## config.mk

```make
export PLATFORM = sky130hd
export DESIGN_NAME = ctw_core
export DESIGN_NICKNAME = d
export VERILOG_FILES = /design/src/design/ctw_pkg.sv /design/src/design/ctw_core.sv /design/src/design/ctw_dead_time.sv
export VERILOG_INCLUDE_DIRS = /design/src /design/src/design
export SDC_FILE = /design/constraint.sdc
export NUM_CORES = 1
export LEC_CHECK = 0
export BUFFER_PORTS_ARGS = -buffer_cell sky130_fd_sc_hd__buf_4
export CAP_MARGIN = 20
export CORE_ASPECT_RATIO = 1.75
export CORE_MARGIN = 3
export CORE_UTILIZATION = 45
export CTS_BUF_LIST = sky130_fd_sc_hd__clkbuf_8
export CTS_CLUSTER_DIAMETER = 200
export DETAILED_ROUTE_END_ITERATION = 8
export PLACE_DENSITY = 0.59
export SLEW_MARGIN = 15
export SYNTH_ARGS = -nofsm -noshare
export SYNTH_HDL_FRONTEND = slang
export SYNTH_SLANG_ARGS = --single-unit
```

## constraint.sdc

```tcl
create_clock -name sys_clk -period 6.6 [get_ports sys_clk]
set_input_delay 0.33 -clock sys_clk [delete_from_list [all_inputs] [get_ports sys_clk]]
set_output_delay 0.33 -clock sys_clk [all_outputs]
set_load 0.02 [all_outputs]
```

## src/design/ctw_consts.svh

```systemverilog
// constants for the control timer waveform core: offsets, fields, resets
// assumes a 32-bit apb slave with word-aligned registers
`ifndef CTW_CONSTS_SVH
`define CTW_CONSTS_SVH
`define CTW_CNT_W        24
`define CTW_NCH          4
`define CTW_NOUT         8
`define CTW_OFF_CTRL     12'h000
`define CTW_OFF_GUARD    12'h004
`define CTW_OFF_DBG      12'h008
`define CTW_OFF_WAVE     12'h00c
`define CTW_OFF_DRV      12'h010
`define CTW_OFF_FLT      12'h014
`define CTW_OFF_STATUS   12'h018
`define CTW_OFF_FLAGS    12'h01c
`define CTW_OFF_COUNT    12'h020
`define CTW_OFF_PER      12'h024
`define CTW_OFF_PERSH    12'h028
`define CTW_OFF_PATTERN_VALUE     12'h02c
`define CTW_OFF_PATTSH   12'h030
`define CTW_OFF_CH       12'h040
`define CTW_OFF_CHSH     12'h050
`define CTW_PER_RST      24'hffffff
`define CTW_DT_RST       8'h00
`define CTW_FILT_LEN     3'h3
`endif

```

## src/design/ctw_pkg.sv

```systemverilog
// types shared by the control timer waveform core
// assumes ctw_consts.svh is included by the users of the numbers
package ctw_pkg;
  typedef enum logic [2:0] {
    CTW_WG_NFRQ = 3'h0,
    CTW_WG_MFRQ = 3'h1,
    CTW_WG_NPWM = 3'h2,
    CTW_WG_MPWM = 3'h3
  } ctw_wavegen_t;
  typedef enum logic [1:0] {
    CTW_RF_OFF     = 2'h0,
    CTW_RF_RESTART = 2'h1,
    CTW_RF_HALT    = 2'h2,
    CTW_RF_MASK    = 2'h3
  } ctw_rfault_t;
endpackage

```

## src/design/ctw_core.sv

```systemverilog
// control timer waveform core: counter, channels, waveform extensions
// assumes apb master on sys_clk; events and fault pins are asynchronous
//
// Notes on behaviour
// - debug halt stops counting unless run bit
// - guard never blocks period, channel, pattern writes
// - debug halt or debugger access lifts guard
// - async inputs pass a synchroniser first, except the unfiltered counter fault path
// - ceiling from period or channel zero
// - detect counter floor and all-ones maximum
// - update at ceiling or floor per direction
// - four channels, compare or capture
// - counter and value registers 24 bits
// - each shadow has a valid flag
// - ceiling/floor raise interrupt, dma, event
// - count clock ticks or events; events capture
// - recoverable fault restarts, halts or masks
// - counter events shared with non-recoverable fault
// - recoverable fault filtered, blanked, windowed
// - routing matrix selects output distribution
// - dead time splits into non-overlapping sides
// - swap exchanges low and high side
// - pattern levels change on update or on a direct pattern write
// - non-recoverable fault forces safe values
// - unfiltered counter fault acts asynchronously
// - requests and events usable while sleeping
`include "ctw_consts.svh"
module ctw_core
  import ctw_pkg::*;
(
  input  wire logic        sys_clk,
  input  wire logic        rst_n,
  input  wire logic        psel,
  input  wire logic        penable,
  input  wire logic        pwrite,
  input  wire logic [11:0] paddr,
  input  wire logic [31:0] pwdata,
  output logic      [31:0] prdata,
  output logic             pready,
  output logic             pslverr,
  input  wire logic        cpuHalted,
  input  wire logic        debuggerAccess,
  input  wire logic        guardEnable,
  input  wire logic        channelEventInA,
  input  wire logic        channelEventInB,
  input  wire logic        counterEventInA,
  input  wire logic        counterEventInB,
  input  wire logic [3:0]  captureEventIn,
  output logic             irqReq,
  output logic             dmaReq,
  output logic             overflowEvent,
  output logic [7:0]       wavePins
);
  localparam int CW = `CTW_CNT_W;
  localparam int NC = `CTW_NCH;

  // software state
  logic          enable_q, dirDown_q, oneShot_q, evCount_q, dbgRun_q;
  logic          filtOn_q, stopped_q;
  ctw_wavegen_t  waveGen_q;
  ctw_rfault_t   rfAct_q;
  logic [1:0]    output_routing_matrix_q;
  logic [3:0]    cptEn_q, swap_q, dtEn_q;
  logic [7:0]    polInv_q, nrEn_q, nrVal_q, pattEn_q, pattVal_q;
  logic [7:0]    pattShEn_q, pattShVal_q, dtLs_q, dtHs_q, blank_q;
  logic [CW-1:0] count_q, per_q, perSh_q;
  logic [CW-1:0] ch_q [NC];
  logic [CW-1:0] chSh_q [NC];
  logic          perShV_q, pattShV_q;
  logic [NC-1:0] chShV_q, capFlag_q;
  logic          ovfFlag_q, nrFlag_q, rfFlag_q;

  // three-stage synchronisers for every asynchronous input
  localparam int NS = 8;
  logic [NS-1:0] asyncIn, s1_q, s2_q, s3_q, sIn;
  assign asyncIn = {captureEventIn, counterEventInB, counterEventInA,
                    channelEventInB, channelEventInA};
  always_ff @(posedge sys_clk or negedge rst_n) begin
    if (!rst_n) begin
      s1_q <= '0;
      s2_q <= '0;
      s3_q <= '0;
      sIn  <= '0;
    end else begin
      s1_q <= asyncIn;
      s2_q <= s1_q;
      s3_q <= s2_q;
      for (int i = 0; i < NS; i++) begin
        if (s2_q[i] == s3_q[i]) sIn[i] <= s3_q[i];
      end
    end
  end
  logic rfIn, countEv, retrigEv, nrRaw, nrSync, nrForce;
  logic [3:0] capEv;
  logic [3:0] capPrev_q;
  assign rfIn     = sIn[0] | sIn[1];
  assign countEv  = sIn[2];
  assign retrigEv = sIn[3];
  assign capEv    = sIn[7:4] & ~capPrev_q;

  // apb slave, zero wait state; guard covers ctrl, dbg, drv, flt and count registers
  logic        wrEn, rdEn, guardBlock, protReg;
  logic [11:0] addr;
  assign addr   = {paddr[11:2], 2'b00};
  assign wrEn   = psel & penable & pwrite;
  assign rdEn   = psel & penable & ~pwrite;
  assign pready = 1'b1;
  assign protReg = (addr == `CTW_OFF_CTRL) || (addr == `CTW_OFF_DBG) ||
                   (addr == `CTW_OFF_DRV)  || (addr == `CTW_OFF_FLT) ||
                   (addr == `CTW_OFF_COUNT);
  assign guardBlock = guardEnable & protReg & ~cpuHalted
                      & ~debuggerAccess;
  logic mapped;
  assign mapped = (addr <= `CTW_OFF_PATTSH) ||
                  (addr >= `CTW_OFF_CH && addr < `CTW_OFF_CHSH + 12'h010);
  assign pslverr = psel & penable & (~mapped | (pwrite & guardBlock));
  logic wr;
  assign wr = wrEn & mapped & ~guardBlock;
  logic [1:0] chIdx;
  assign chIdx = addr[3:2];

  // control registers
  always_ff @(posedge sys_clk or negedge rst_n) begin
    if (!rst_n) begin
      {enable_q, dirDown_q, oneShot_q, evCount_q, filtOn_q} <= '0;
      cptEn_q <= '0;
      dbgRun_q <= 1'b0;
      waveGen_q <= CTW_WG_NFRQ;
      output_routing_matrix_q <= '0;
      swap_q <= '0;
      dtEn_q <= '0;
      polInv_q <= '0;
      nrEn_q <= '0;
      nrVal_q <= '0;
      rfAct_q <= CTW_RF_OFF;
      blank_q <= '0;
      dtLs_q <= `CTW_DT_RST;
      dtHs_q <= `CTW_DT_RST;
    end else if (wr) begin
      unique case (addr)
        `CTW_OFF_CTRL: {filtOn_q, cptEn_q, evCount_q, oneShot_q,
                        dirDown_q, enable_q} <= pwdata[8:0];
        `CTW_OFF_DBG:  dbgRun_q <= pwdata[0];
        `CTW_OFF_WAVE: begin
          waveGen_q <= ctw_wavegen_t'(pwdata[2:0]);
          output_routing_matrix_q    <= pwdata[5:4];
          swap_q    <= pwdata[11:8];
          dtEn_q    <= pwdata[15:12];
          dtLs_q    <= pwdata[23:16];
          dtHs_q    <= pwdata[31:24];
        end
        `CTW_OFF_DRV: {polInv_q, nrVal_q, nrEn_q} <= pwdata[23:0];
        `CTW_OFF_FLT: begin
          blank_q <= pwdata[15:8];
          rfAct_q <= ctw_rfault_t'(pwdata[1:0]);
        end
        default: ;
      endcase
    end
  end

  // ceiling select and limit detection
  logic [CW-1:0] top;
  logic atZero, atMax, atTop, update, tick, run, rfRestart, rfHalt;
  assign top = (waveGen_q == CTW_WG_MFRQ || waveGen_q == CTW_WG_MPWM)
               ? ch_q[0] : per_q;
  assign atZero = (count_q == '0);
  assign atMax  = (count_q == '1);
  assign atTop  = (count_q >= top);
  assign run    = enable_q & ~stopped_q & (~cpuHalted | dbgRun_q);
  assign tick   = run & ~rfHalt & (evCount_q ? countEv : 1'b1);
  assign update = tick & (dirDown_q ? atZero : atTop);

  // recoverable fault: filter, blanking window after update, then action
  logic [2:0] filtCnt_q;
  logic [7:0] blankCnt_q;
  logic       rfQual_q;
  always_ff @(posedge sys_clk or negedge rst_n) begin
    if (!rst_n) begin
      filtCnt_q  <= '0;
      blankCnt_q <= '0;
      rfQual_q   <= 1'b0;
    end else begin
      if (update) blankCnt_q <= blank_q;
      else if (blankCnt_q != '0) blankCnt_q <= blankCnt_q - 8'h01;
      if (!rfIn) filtCnt_q <= '0;
      else if (filtCnt_q != `CTW_FILT_LEN) filtCnt_q <= filtCnt_q + 3'h1;
      rfQual_q <= rfIn & (blankCnt_q == '0)
                  & (!filtOn_q | filtCnt_q == `CTW_FILT_LEN);
    end
  end
  assign rfRestart = rfQual_q & (rfAct_q == CTW_RF_RESTART);
  assign rfHalt    = rfQual_q & (rfAct_q == CTW_RF_HALT);

  // counter; a software write wins over counting
  always_ff @(posedge sys_clk or negedge rst_n) begin
    if (!rst_n) begin
      count_q   <= '0;
      stopped_q <= 1'b0;
    end else if (wr && addr == `CTW_OFF_COUNT) begin
      count_q <= pwdata[CW-1:0];
    end else if (!enable_q) begin
      stopped_q <= 1'b0;
    end else if (rfRestart || (retrigEv && !evCount_q)) begin
      count_q   <= dirDown_q ? top : '0;
      stopped_q <= 1'b0;
    end else if (tick) begin
      if (update) begin
        count_q   <= dirDown_q ? top : '0;
        stopped_q <= oneShot_q;
      end else begin
        count_q <= dirDown_q ? count_q - 1'b1 : count_q + 1'b1;
      end
    end
  end

  // value registers, shadows and valid flags; set wins over clear
  always_ff @(posedge sys_clk or negedge rst_n) begin
    if (!rst_n) begin
      per_q <= `CTW_PER_RST;
      perSh_q <= `CTW_PER_RST;
      perShV_q <= 1'b0;
      pattEn_q <= '0;
      pattVal_q <= '0;
      pattShEn_q <= '0;
      pattShVal_q <= '0;
      pattShV_q <= 1'b0;
      chShV_q <= '0;
      capFlag_q <= '0;
      capPrev_q <= '0;
      for (int i = 0; i < NC; i++) begin
        ch_q[i] <= '0;
        chSh_q[i] <= '0;
      end
    end else begin
      capPrev_q <= sIn[7:4];
      if (update && perShV_q) begin
        per_q <= perSh_q;
        perShV_q <= 1'b0;
      end
      if (update && pattShV_q) begin
        {pattEn_q, pattVal_q} <= {pattShEn_q, pattShVal_q};
        pattShV_q <= 1'b0;
      end
      for (int i = 0; i < NC; i++) begin
        if (cptEn_q[i] && capEv[i]) begin
          ch_q[i] <= count_q;
          capFlag_q[i] <= 1'b1;
        end else if (update && chShV_q[i] && !cptEn_q[i]) begin
          ch_q[i] <= chSh_q[i];
          chShV_q[i] <= 1'b0;
        end
      end
      if (wr) begin
        if (addr == `CTW_OFF_PER) per_q <= pwdata[CW-1:0];
        if (addr == `CTW_OFF_PERSH) begin
          perSh_q <= pwdata[CW-1:0];
          perShV_q <= 1'b1;
        end
        if (addr == `CTW_OFF_PATTERN_VALUE) {pattEn_q, pattVal_q} <= pwdata[15:0];
        if (addr == `CTW_OFF_PATTSH) begin
          {pattShEn_q, pattShVal_q} <= pwdata[15:0];
          pattShV_q <= 1'b1;
        end
        if (addr[11:4] == `CTW_OFF_CH >> 4) begin
          ch_q[chIdx] <= pwdata[CW-1:0];
        end
        if (addr[11:4] == `CTW_OFF_CHSH >> 4) begin
          chSh_q[chIdx] <= pwdata[CW-1:0];
          chShV_q[chIdx] <= 1'b1;
        end
        if (addr == `CTW_OFF_FLAGS) begin
          capFlag_q <= (capFlag_q & ~pwdata[7:4]) | (capEv & cptEn_q);
        end
      end
    end
  end

  // sticky flags: write one to clear, a new event wins
  always_ff @(posedge sys_clk or negedge rst_n) begin
    if (!rst_n) begin
      ovfFlag_q <= 1'b0;
      nrFlag_q  <= 1'b0;
      rfFlag_q  <= 1'b0;
    end else begin
      if (wr && addr == `CTW_OFF_FLAGS) begin
        ovfFlag_q <= ovfFlag_q & ~pwdata[0];
        nrFlag_q  <= nrFlag_q & ~pwdata[1];
        rfFlag_q  <= rfFlag_q & ~pwdata[2];
      end
      if (update) ovfFlag_q <= 1'b1;
      if (nrSync) nrFlag_q <= 1'b1;
      if (rfQual_q) rfFlag_q <= 1'b1;
    end
  end

  // request lines stay combinational so they work with bus clock gated
  assign irqReq = ovfFlag_q | nrFlag_q | rfFlag_q | (|capFlag_q);
  assign dmaReq = ovfFlag_q;

  always_ff @(posedge sys_clk or negedge rst_n) begin
    if (!rst_n) overflowEvent <= 1'b0;
    else overflowEvent <= update;
  end

  // compare waveforms, then recoverable mask
  logic [NC-1:0] cmpWave;
  always_comb begin
    for (int i = 0; i < NC; i++) begin
      cmpWave[i] = (count_q < ch_q[i]) & ~cptEn_q[i]
                   & ~(rfQual_q & rfAct_q == CTW_RF_MASK);
    end
  end

  // routing matrix onto eight outputs
  logic [7:0] routed;
  always_comb begin
    unique case (output_routing_matrix_q)
      2'h0: routed = {cmpWave, cmpWave};
      2'h1: routed = {cmpWave[1:0], cmpWave[1:0], cmpWave[1:0],
                      cmpWave[1:0]};
      2'h2: routed = {8{cmpWave[0]}};
      2'h3: routed = {{4{cmpWave[1]}}, cmpWave[0], cmpWave[0],
                      cmpWave[0], cmpWave[0]};
    endcase
  end

  // dead-time pairs on the four lowest routed outputs
  logic [3:0] ls, hs;
  for (genvar g = 0; g < 4; g++) begin : g_dti
    ctw_dead_time u_dti (
      .sys_clk  (sys_clk),
      .rst_n    (rst_n),
      .enable   (dtEn_q[g]),
      .wave     (routed[g]),
      .deadLs   (dtLs_q),
      .deadHs   (dtHs_q),
      .lowSide  (ls[g]),
      .highSide (hs[g])
    );
  end

  // swap, pattern, polarity; the fault force sits last before the pins
  logic [7:0] swapped, patterned, preFault;
  always_comb begin
    for (int i = 0; i < 4; i++) begin
      swapped[i]     = swap_q[i] ? hs[i] : ls[i];
      swapped[i + 4] = swap_q[i] ? ls[i] : hs[i];
    end
    for (int i = 0; i < 8; i++) begin
      patterned[i] = pattEn_q[i] ? pattVal_q[i] : swapped[i];
    end
    preFault = patterned ^ polInv_q;
  end

  // unfiltered faults bypass the clock entirely
  assign nrRaw   = counterEventInA | counterEventInB;
  assign nrSync  = sIn[2] | sIn[3];
  assign nrForce = (filtOn_q ? nrSync : nrRaw) | stopped_q;
  logic [7:0] pinOut_q;
  always_ff @(posedge sys_clk or negedge rst_n) begin
    if (!rst_n) pinOut_q <= '0;
    else pinOut_q <= preFault;
  end
  always_comb begin
    for (int i = 0; i < 8; i++) begin
      wavePins[i] = (nrForce & nrEn_q[i]) ? nrVal_q[i]
                                          : pinOut_q[i];
    end
  end

  // read mux, registered at the setup phase
  always_ff @(posedge sys_clk or negedge rst_n) begin
    if (!rst_n) prdata <= '0;
    else if (psel && !penable && !pwrite) begin
      prdata <= '0;
      unique case ({paddr[11:2], 2'b00})
        `CTW_OFF_CTRL: prdata <= {23'h0, filtOn_q, cptEn_q, evCount_q,
                                  oneShot_q, dirDown_q, enable_q};
        `CTW_OFF_DBG:  prdata <= {31'h0, dbgRun_q};
        `CTW_OFF_STATUS: prdata <= {24'h0, chShV_q, pattShV_q, perShV_q,
                                    stopped_q, run};
        `CTW_OFF_FLAGS: prdata <= {24'h0, capFlag_q, 1'b0, rfFlag_q,
                                   nrFlag_q, ovfFlag_q};
        `CTW_OFF_COUNT: prdata <= {8'h0, count_q};
        `CTW_OFF_PER:   prdata <= {8'h0, per_q};
        `CTW_OFF_PERSH: prdata <= {8'h0, perSh_q};
        `CTW_OFF_PATTERN_VALUE:  prdata <= {16'h0, pattEn_q, pattVal_q};
        default: begin
          if (addr[11:4] == `CTW_OFF_CH >> 4) begin
            prdata <= {8'h0, ch_q[chIdx]};
          end
          if (addr[11:4] == `CTW_OFF_CHSH >> 4) begin
            prdata <= {8'h0, chSh_q[chIdx]};
          end
        end
      endcase
    end
  end

  property p_update_wrap;
    @(posedge sys_clk) disable iff (!rst_n)
    (update && !dirDown_q && !(wr && addr == `CTW_OFF_COUNT) && !rfRestart
     && !retrigEv) |=> count_q == '0;
  endproperty
  a_update_wrap: assert property (p_update_wrap)
    else $error("no wrap");
  property p_debug_halt;
    @(posedge sys_clk) disable iff (!rst_n)
    (cpuHalted && !dbgRun_q) |-> !tick;
  endproperty
  a_debug_halt: assert property (p_debug_halt)
    else $error("ran in halt");
  property p_shadow_flag;
    @(posedge sys_clk) disable iff (!rst_n)
    (wr && addr == `CTW_OFF_PERSH) |=> perShV_q;
  endproperty
  a_shadow_flag: assert property (p_shadow_flag)
    else $error("no flag");
  property p_guard_free;
    @(posedge sys_clk) disable iff (!rst_n)
    (wrEn && addr == `CTW_OFF_PER) |=> per_q == $past(pwdata[CW-1:0]);
  endproperty
  a_guard_free: assert property (p_guard_free)
    else $error("period blocked");
  property p_debug_lift;
    @(posedge sys_clk) disable iff (!rst_n)
    cpuHalted |-> !guardBlock;
  endproperty
  a_debug_lift: assert property (p_debug_lift)
    else $error("guard in halt");
  property p_nr_force;
    @(posedge sys_clk) disable iff (!rst_n)
    (nrForce && nrEn_q[0]) |-> wavePins[0] == nrVal_q[0];
  endproperty
  a_nr_force: assert property (p_nr_force)
    else $error("no force");
  property p_irq;
    @(posedge sys_clk) disable iff (!rst_n)
    update |=> irqReq;
  endproperty
  a_irq: assert property (p_irq)
    else $error("no irq");
  property p_pattern_value;
    @(posedge sys_clk) disable iff (!rst_n)
    (!update && !(wr && addr == `CTW_OFF_PATTERN_VALUE)) |=> $stable(pattVal_q);
  endproperty
  a_pattern_value: assert property (p_pattern_value)
    else $error("pattern moved");
  c_update: cover property (@(posedge sys_clk) update);
  c_fault: cover property (@(posedge sys_clk) nrForce);
  c_capture: cover property (@(posedge sys_clk) |capFlag_q);
endmodule

```

## src/design/ctw_dead_time.sv

```systemverilog
// one dead-time pair: splits a waveform into low and high side drives
// assumes a single clock and a one-cycle tick per dead-time count
`include "ctw_consts.svh"
module ctw_dead_time
  import ctw_pkg::*;
(
  input  wire logic       sys_clk,
  input  wire logic       rst_n,
  input  wire logic       enable,
  input  wire logic       wave,
  input  wire logic [7:0] deadLs,
  input  wire logic [7:0] deadHs,
  output logic            lowSide,
  output logic            highSide
);
  logic [7:0] dtCnt_q;
  logic       wave_q;

  // both sides go low, then the new side waits out its dead time
  always_ff @(posedge sys_clk or negedge rst_n) begin
    if (!rst_n) begin
      wave_q   <= 1'b0;
      dtCnt_q  <= 8'h00;
      lowSide  <= 1'b0;
      highSide <= 1'b0;
    end else if (!enable) begin
      wave_q   <= wave;
      dtCnt_q  <= 8'h00;
      lowSide  <= wave;
      highSide <= ~wave;
    end else if (wave != wave_q) begin
      wave_q   <= wave;
      dtCnt_q  <= wave ? deadLs : deadHs;
      lowSide  <= 1'b0;
      highSide <= 1'b0;
    end else if (dtCnt_q != 8'h00) begin
      dtCnt_q <= dtCnt_q - 8'h01;
    end else begin
      lowSide  <= wave_q;
      highSide <= ~wave_q;
    end
  end

  property p_no_overlap;
    @(posedge sys_clk) disable iff (!rst_n)
    enable |-> !(lowSide && highSide);
  endproperty
  a_no_overlap: assert property (p_no_overlap)
    else $error("dead-time overlap");
endmodule

```

==> metrics.yaml <==
outcome:
  status: "completed"
placed_design:
  dp_hpwl_mm: 67.4
  placed_area_um2: 30800
  numPortBuffers: 93
  finalWeightedCongestion: 0.990
worst_hold_path:
  worstHoldStart: "cpuHalted"
  hold_path_depth: 5
  min_to: "prdata[0]$_DFFE_PN0P_"
  min_path_type: "input pin to flip-flop"
routing:
  wl_per_cell_um: 25.3
  drc: 0
  ant_nets: 0
  vias: 23668
  drt_first_pass_iters: 8
  viasPerCell: 6.08
  drt_iter0_drc: 1977
  wl_mm: 98.5
synthesis:
  ys_ff_latch: 507
  seq_area_frac_synth: 0.434
  yosysUniqueCellTypes: 74
  syn_area_um2: 29400
  ys.flop_type: "dfrtp_1"
  synth_edf_count: 0
  synth_cells: 2943
  synth.yosys.warnings: 0
  postSynthAreaPerCell_um2: 9.98
  async_flop_share: 1.00
setup_path:
  end_kind: "flip-flop"
  reg2regPathDepth: 15
  rr_startpoint: "waveGen_q[2]$_DFFE_PN0P_"
  critPathKind: "flip-flop to flip-flop"
  crit_fanout: 38
  r2r_end: "ch_q[84]$_DFF_PN0_"
  startpoint_type: "flip-flop"
  worstPathArrival_ns: 5.54
  reg2reg_slack_ns: 1.66
  cp.required_ns: 7.20
  cp_num_buf_inv: 1
  path_cells: "nand2b_2, nor2_1, a21oi_1, ha_1, nand4_1, nor2_1, o221ai_1, o2111ai_1, a41oi_2, nor4b_4, buf_12, nand2_1, o211ai_1, o21ai_0, o21ai_0"
  worst_path_max_delay_cell: "nor4b_4"
  cpPeakStageDelay_ns: 0.92
  crit_family: "simple AND/OR/NAND/NOR gates"
clock_network:
  cts_root_buf: "clkbuf_8"
  cts_tree: "built"
  cts.sinks: 507
  cts_max_level: 3
  postCtsSetupBuffers: 0
  cts_buffer_depth: 3
  clkLatencyLatePin_ns: 0.72
  path_clk_slew_ns: 0.07
  cts_resized: 0
  numCtsBuffers: 80
floorplanning:
  die_w_um: 199
  row_count: 123
  ios: 105
  die_y_um: 344
  dieArea_um2: 68500
  fp.coreArea_um2: 64500
  start_util: 0.456
timing:
  rsz0062_at_grt: "no"
  final_max_slew_viol_count: 0
  hold_violations: 0
  fin_skew_ns: 0.0463
  timing.fmax_ghz: 0.202
  slew_headroom: 0.134
  fin_crit_sh: 0.748
  min_period_ns: 4.94
  tightest_slew_ns: 1.29
  setup_violations: 0
  fin_setup_tns_ns: 0
global_route:
  grt_pass1_wl_mm: 149
  first_global_vias: 24522
  antenna_found_initial: 1
  grt_use_total: 0.289
  overflow: 0
  grt_max_degree: 160
power_and_ir_drop:
  peakVddDrop_mv: 0.0966
  p_leak_nw: 14.7
  p_switching_mw: 1.63
  clockPowerShare: 0.434
  p_comb_frac: 0.059
  seq_power_share: 0.506
  p_int_mw: 4.68
  switching_share: 0.259
  p_per_area_nw_per_um2: 192
cells_and_area:
  stdcell_area_um2: 32800
  layout.nets: 3234
  syn2layout_area_growth_pct: 11.8
  drive_gt1_frac: 0.197
  fill_cells: 5858
job:
  maxCapViolations: 0
[synth_stat cells (6+ instances only)]
cell type / instances / area, um2
dfrtp_1: 459 / 11500
nand2_1: 376 / 1410
o21ai_0: 350 / 1750
mux2_2: 199 / 2240
nor2_1: 168 / 631
ha_1: 157 / 1960
inv_1: 125 / 469
mux2i_1: 114 / 1140
a21oi_1: 110 / 551
clkbuf_1: 109 / 409
o211ai_1: 103 / 773
a21o_1: 58 / 435
dfstp_2: 48 / 1260
mux4_2: 48 / 1080
buf_2: 47 / 235
nor3_1: 32 / 160
xor2_1: 31 / 272
a31oi_1: 28 / 175
a211oi_1: 25 / 188
nand2b_1: 25 / 156
xnor2_1: 24 / 210
buf_1: 23 / 86.3
buf_4: 19 / 143
mux2_4: 19 / 285
nand4_1: 19 / 119
a221oi_1: 17 / 149
nand3_1: 16 / 80.1
nor4_1: 16 / 100
o22ai_1: 13 / 81.3
nor2b_1: 12 / 75.1
nand3b_1: 11 / 82.6
a22o_1: 10 / 87.6
a22oi_1: 10 / 75.1
or3_1: 10 / 62.6
a222oi_1: 8 / 80.1
and3_1: 8 / 50.1
maj3_1: 8 / 80.1
a2111oi_0: 7 / 61.3
o31ai_1: 7 / 52.6
nor4b_1: 6 / 52.6
o21a_1: 6 / 45.0
[tightest hold or removal path, delay by kind of cell]
family / cells / cell delay, ns
buffers and inverters: 1 / 0.10
AND/OR/NAND/NOR: 1 / 0.06
AO/OA/AOI/OAI: 3 / 0.32
[placed cells by master, fill, tap and decap left out, types with 25 or more instances in the layout]
cell,n
ha_1,157
o211ai_1,103
o21ai_0,348
a21o_1,58
clkbuf_8,99
mux4_2,48
dlygate4sd3_1,41
a31oi_1,28
mux2_2,199
buf_4,136
nor2_1,162
dfstp_2,48
dfrtp_1,459
xor2_1,31
nor3_1,28
nand2_1,376
mux2i_1,114
a21oi_1,109
inv_1,158
a211oi_1,25
[routing by layer]
metal | wire (um) | GRT usage | vias to the layer above
li1 | - | - | 10704
met2 | 48900 | 0.502 | 912
met3 | 6010 | 0.0433 | 294
met1 | 37100 | 0.337 | 11758
met5 | 0 | 0 | -
met4 | 6430 | 0.169 | 0
[through the flow]
step | setup WS [ns] | utilization | std cells | hold slack [ns] | total power, mW
after floorplan | 2.97 | - | 2950 | 0.0344 | 3.39
after global placement | 1.84 | 0.477 | 3701 | 0.332 | 3.60
after detailed placement | 1.73 | 0.478 | 3704 | 0.335 | 3.61
after CTS | 1.71 | 0.509 | 3889 | 0.120 | 6.38
final | 1.66 | 0.509 | 3892 | 0.174 | 6.31
after global routing | 1.49 | 0.509 | 3891 | 0.213 | 6.53
[state kept, by name, indices dropped and copies added (netlist names), 24 cells and up]
register and count:
g_dti.u_dti.dtCnt_q 32, per_q 24, prdata 24, ch_q 96
chSh_q 96, perSh_q 24, count_q 24
[power by group through the flow]
stage	sequential [mW]	clock (mW)	combinational, mW
detailed placement	3.25	0	0.358
finish	3.19	2.74	0.374
floorplan	3.26	0	0.128
global placement	3.25	0	0.349
global route	3.20	2.93	0.409
CTS	3.19	2.81	0.378
[kinds of logic (layout without fill, tap and decap cells)]
group,Yosys count,after routing,share of synthesized area
AOI/OAI and AO/OA,779,779,0.161
xor gates and xnor gates,55,55,0.0164
adders and majority gates,166,166,0.0703
buffers and inverters,327,455,0.0470
DFF,507,507,0.434
muxes,380,380,0.162
other,2,11,0.000256
and+or+nand+nor,727,727,0.109
[worst max path at each step]
| stage | to | slack (ns) | depth (start not counted) | startpoint |
|---|---|---|---|---|
| after floorplan | pattEn_q[3]$_DFF_PN0_ | 2.97 | 17 | waveGen_q[0]$_DFFE_PN0P_ |
| after global placement | g_dti[3].u_dti.lowSide$_DFFE_PN0P_ | 1.84 | 12 | count_q[1]$_DFFE_PN0P_ |
| after detailed placement | per_q[13]$_DFF_PN1_ | 1.73 | 16 | waveGen_q[2]$_DFFE_PN0P_ |
| after CTS | ch_q[91]$_DFF_PN0_ | 1.71 | 15 | waveGen_q[2]$_DFFE_PN0P_ |
| after global routing | per_q[15]$_DFF_PN1_ | 1.49 | 16 | waveGen_q[2]$_DFFE_PN0P_ |
| final | ch_q[84]$_DFF_PN0_ | 1.66 | 15 | waveGen_q[2]$_DFFE_PN0P_ |
[final cells by class]
cell class	instances	area, um2	share of cell area
multi-input cells	2116	15400	0.469
inverters	126	473	0.0144
diodes	2	5.00	0.000152
clock buffers	99	1360	0.0415
repair buffers	185	1580	0.0482
clock inverters	45	241	0.00735
flip-flops and latches	507	12700	0.388
well taps	812	1020	0.0309
[what timing repair did]
action / CTS / global route
endpoints found under the setup margin: 0 / 0
hold buffers: 41 / 0
endpoints found under the hold margin: 218 / 0
No activity file was read; power rests on OpenSTA's default activity.
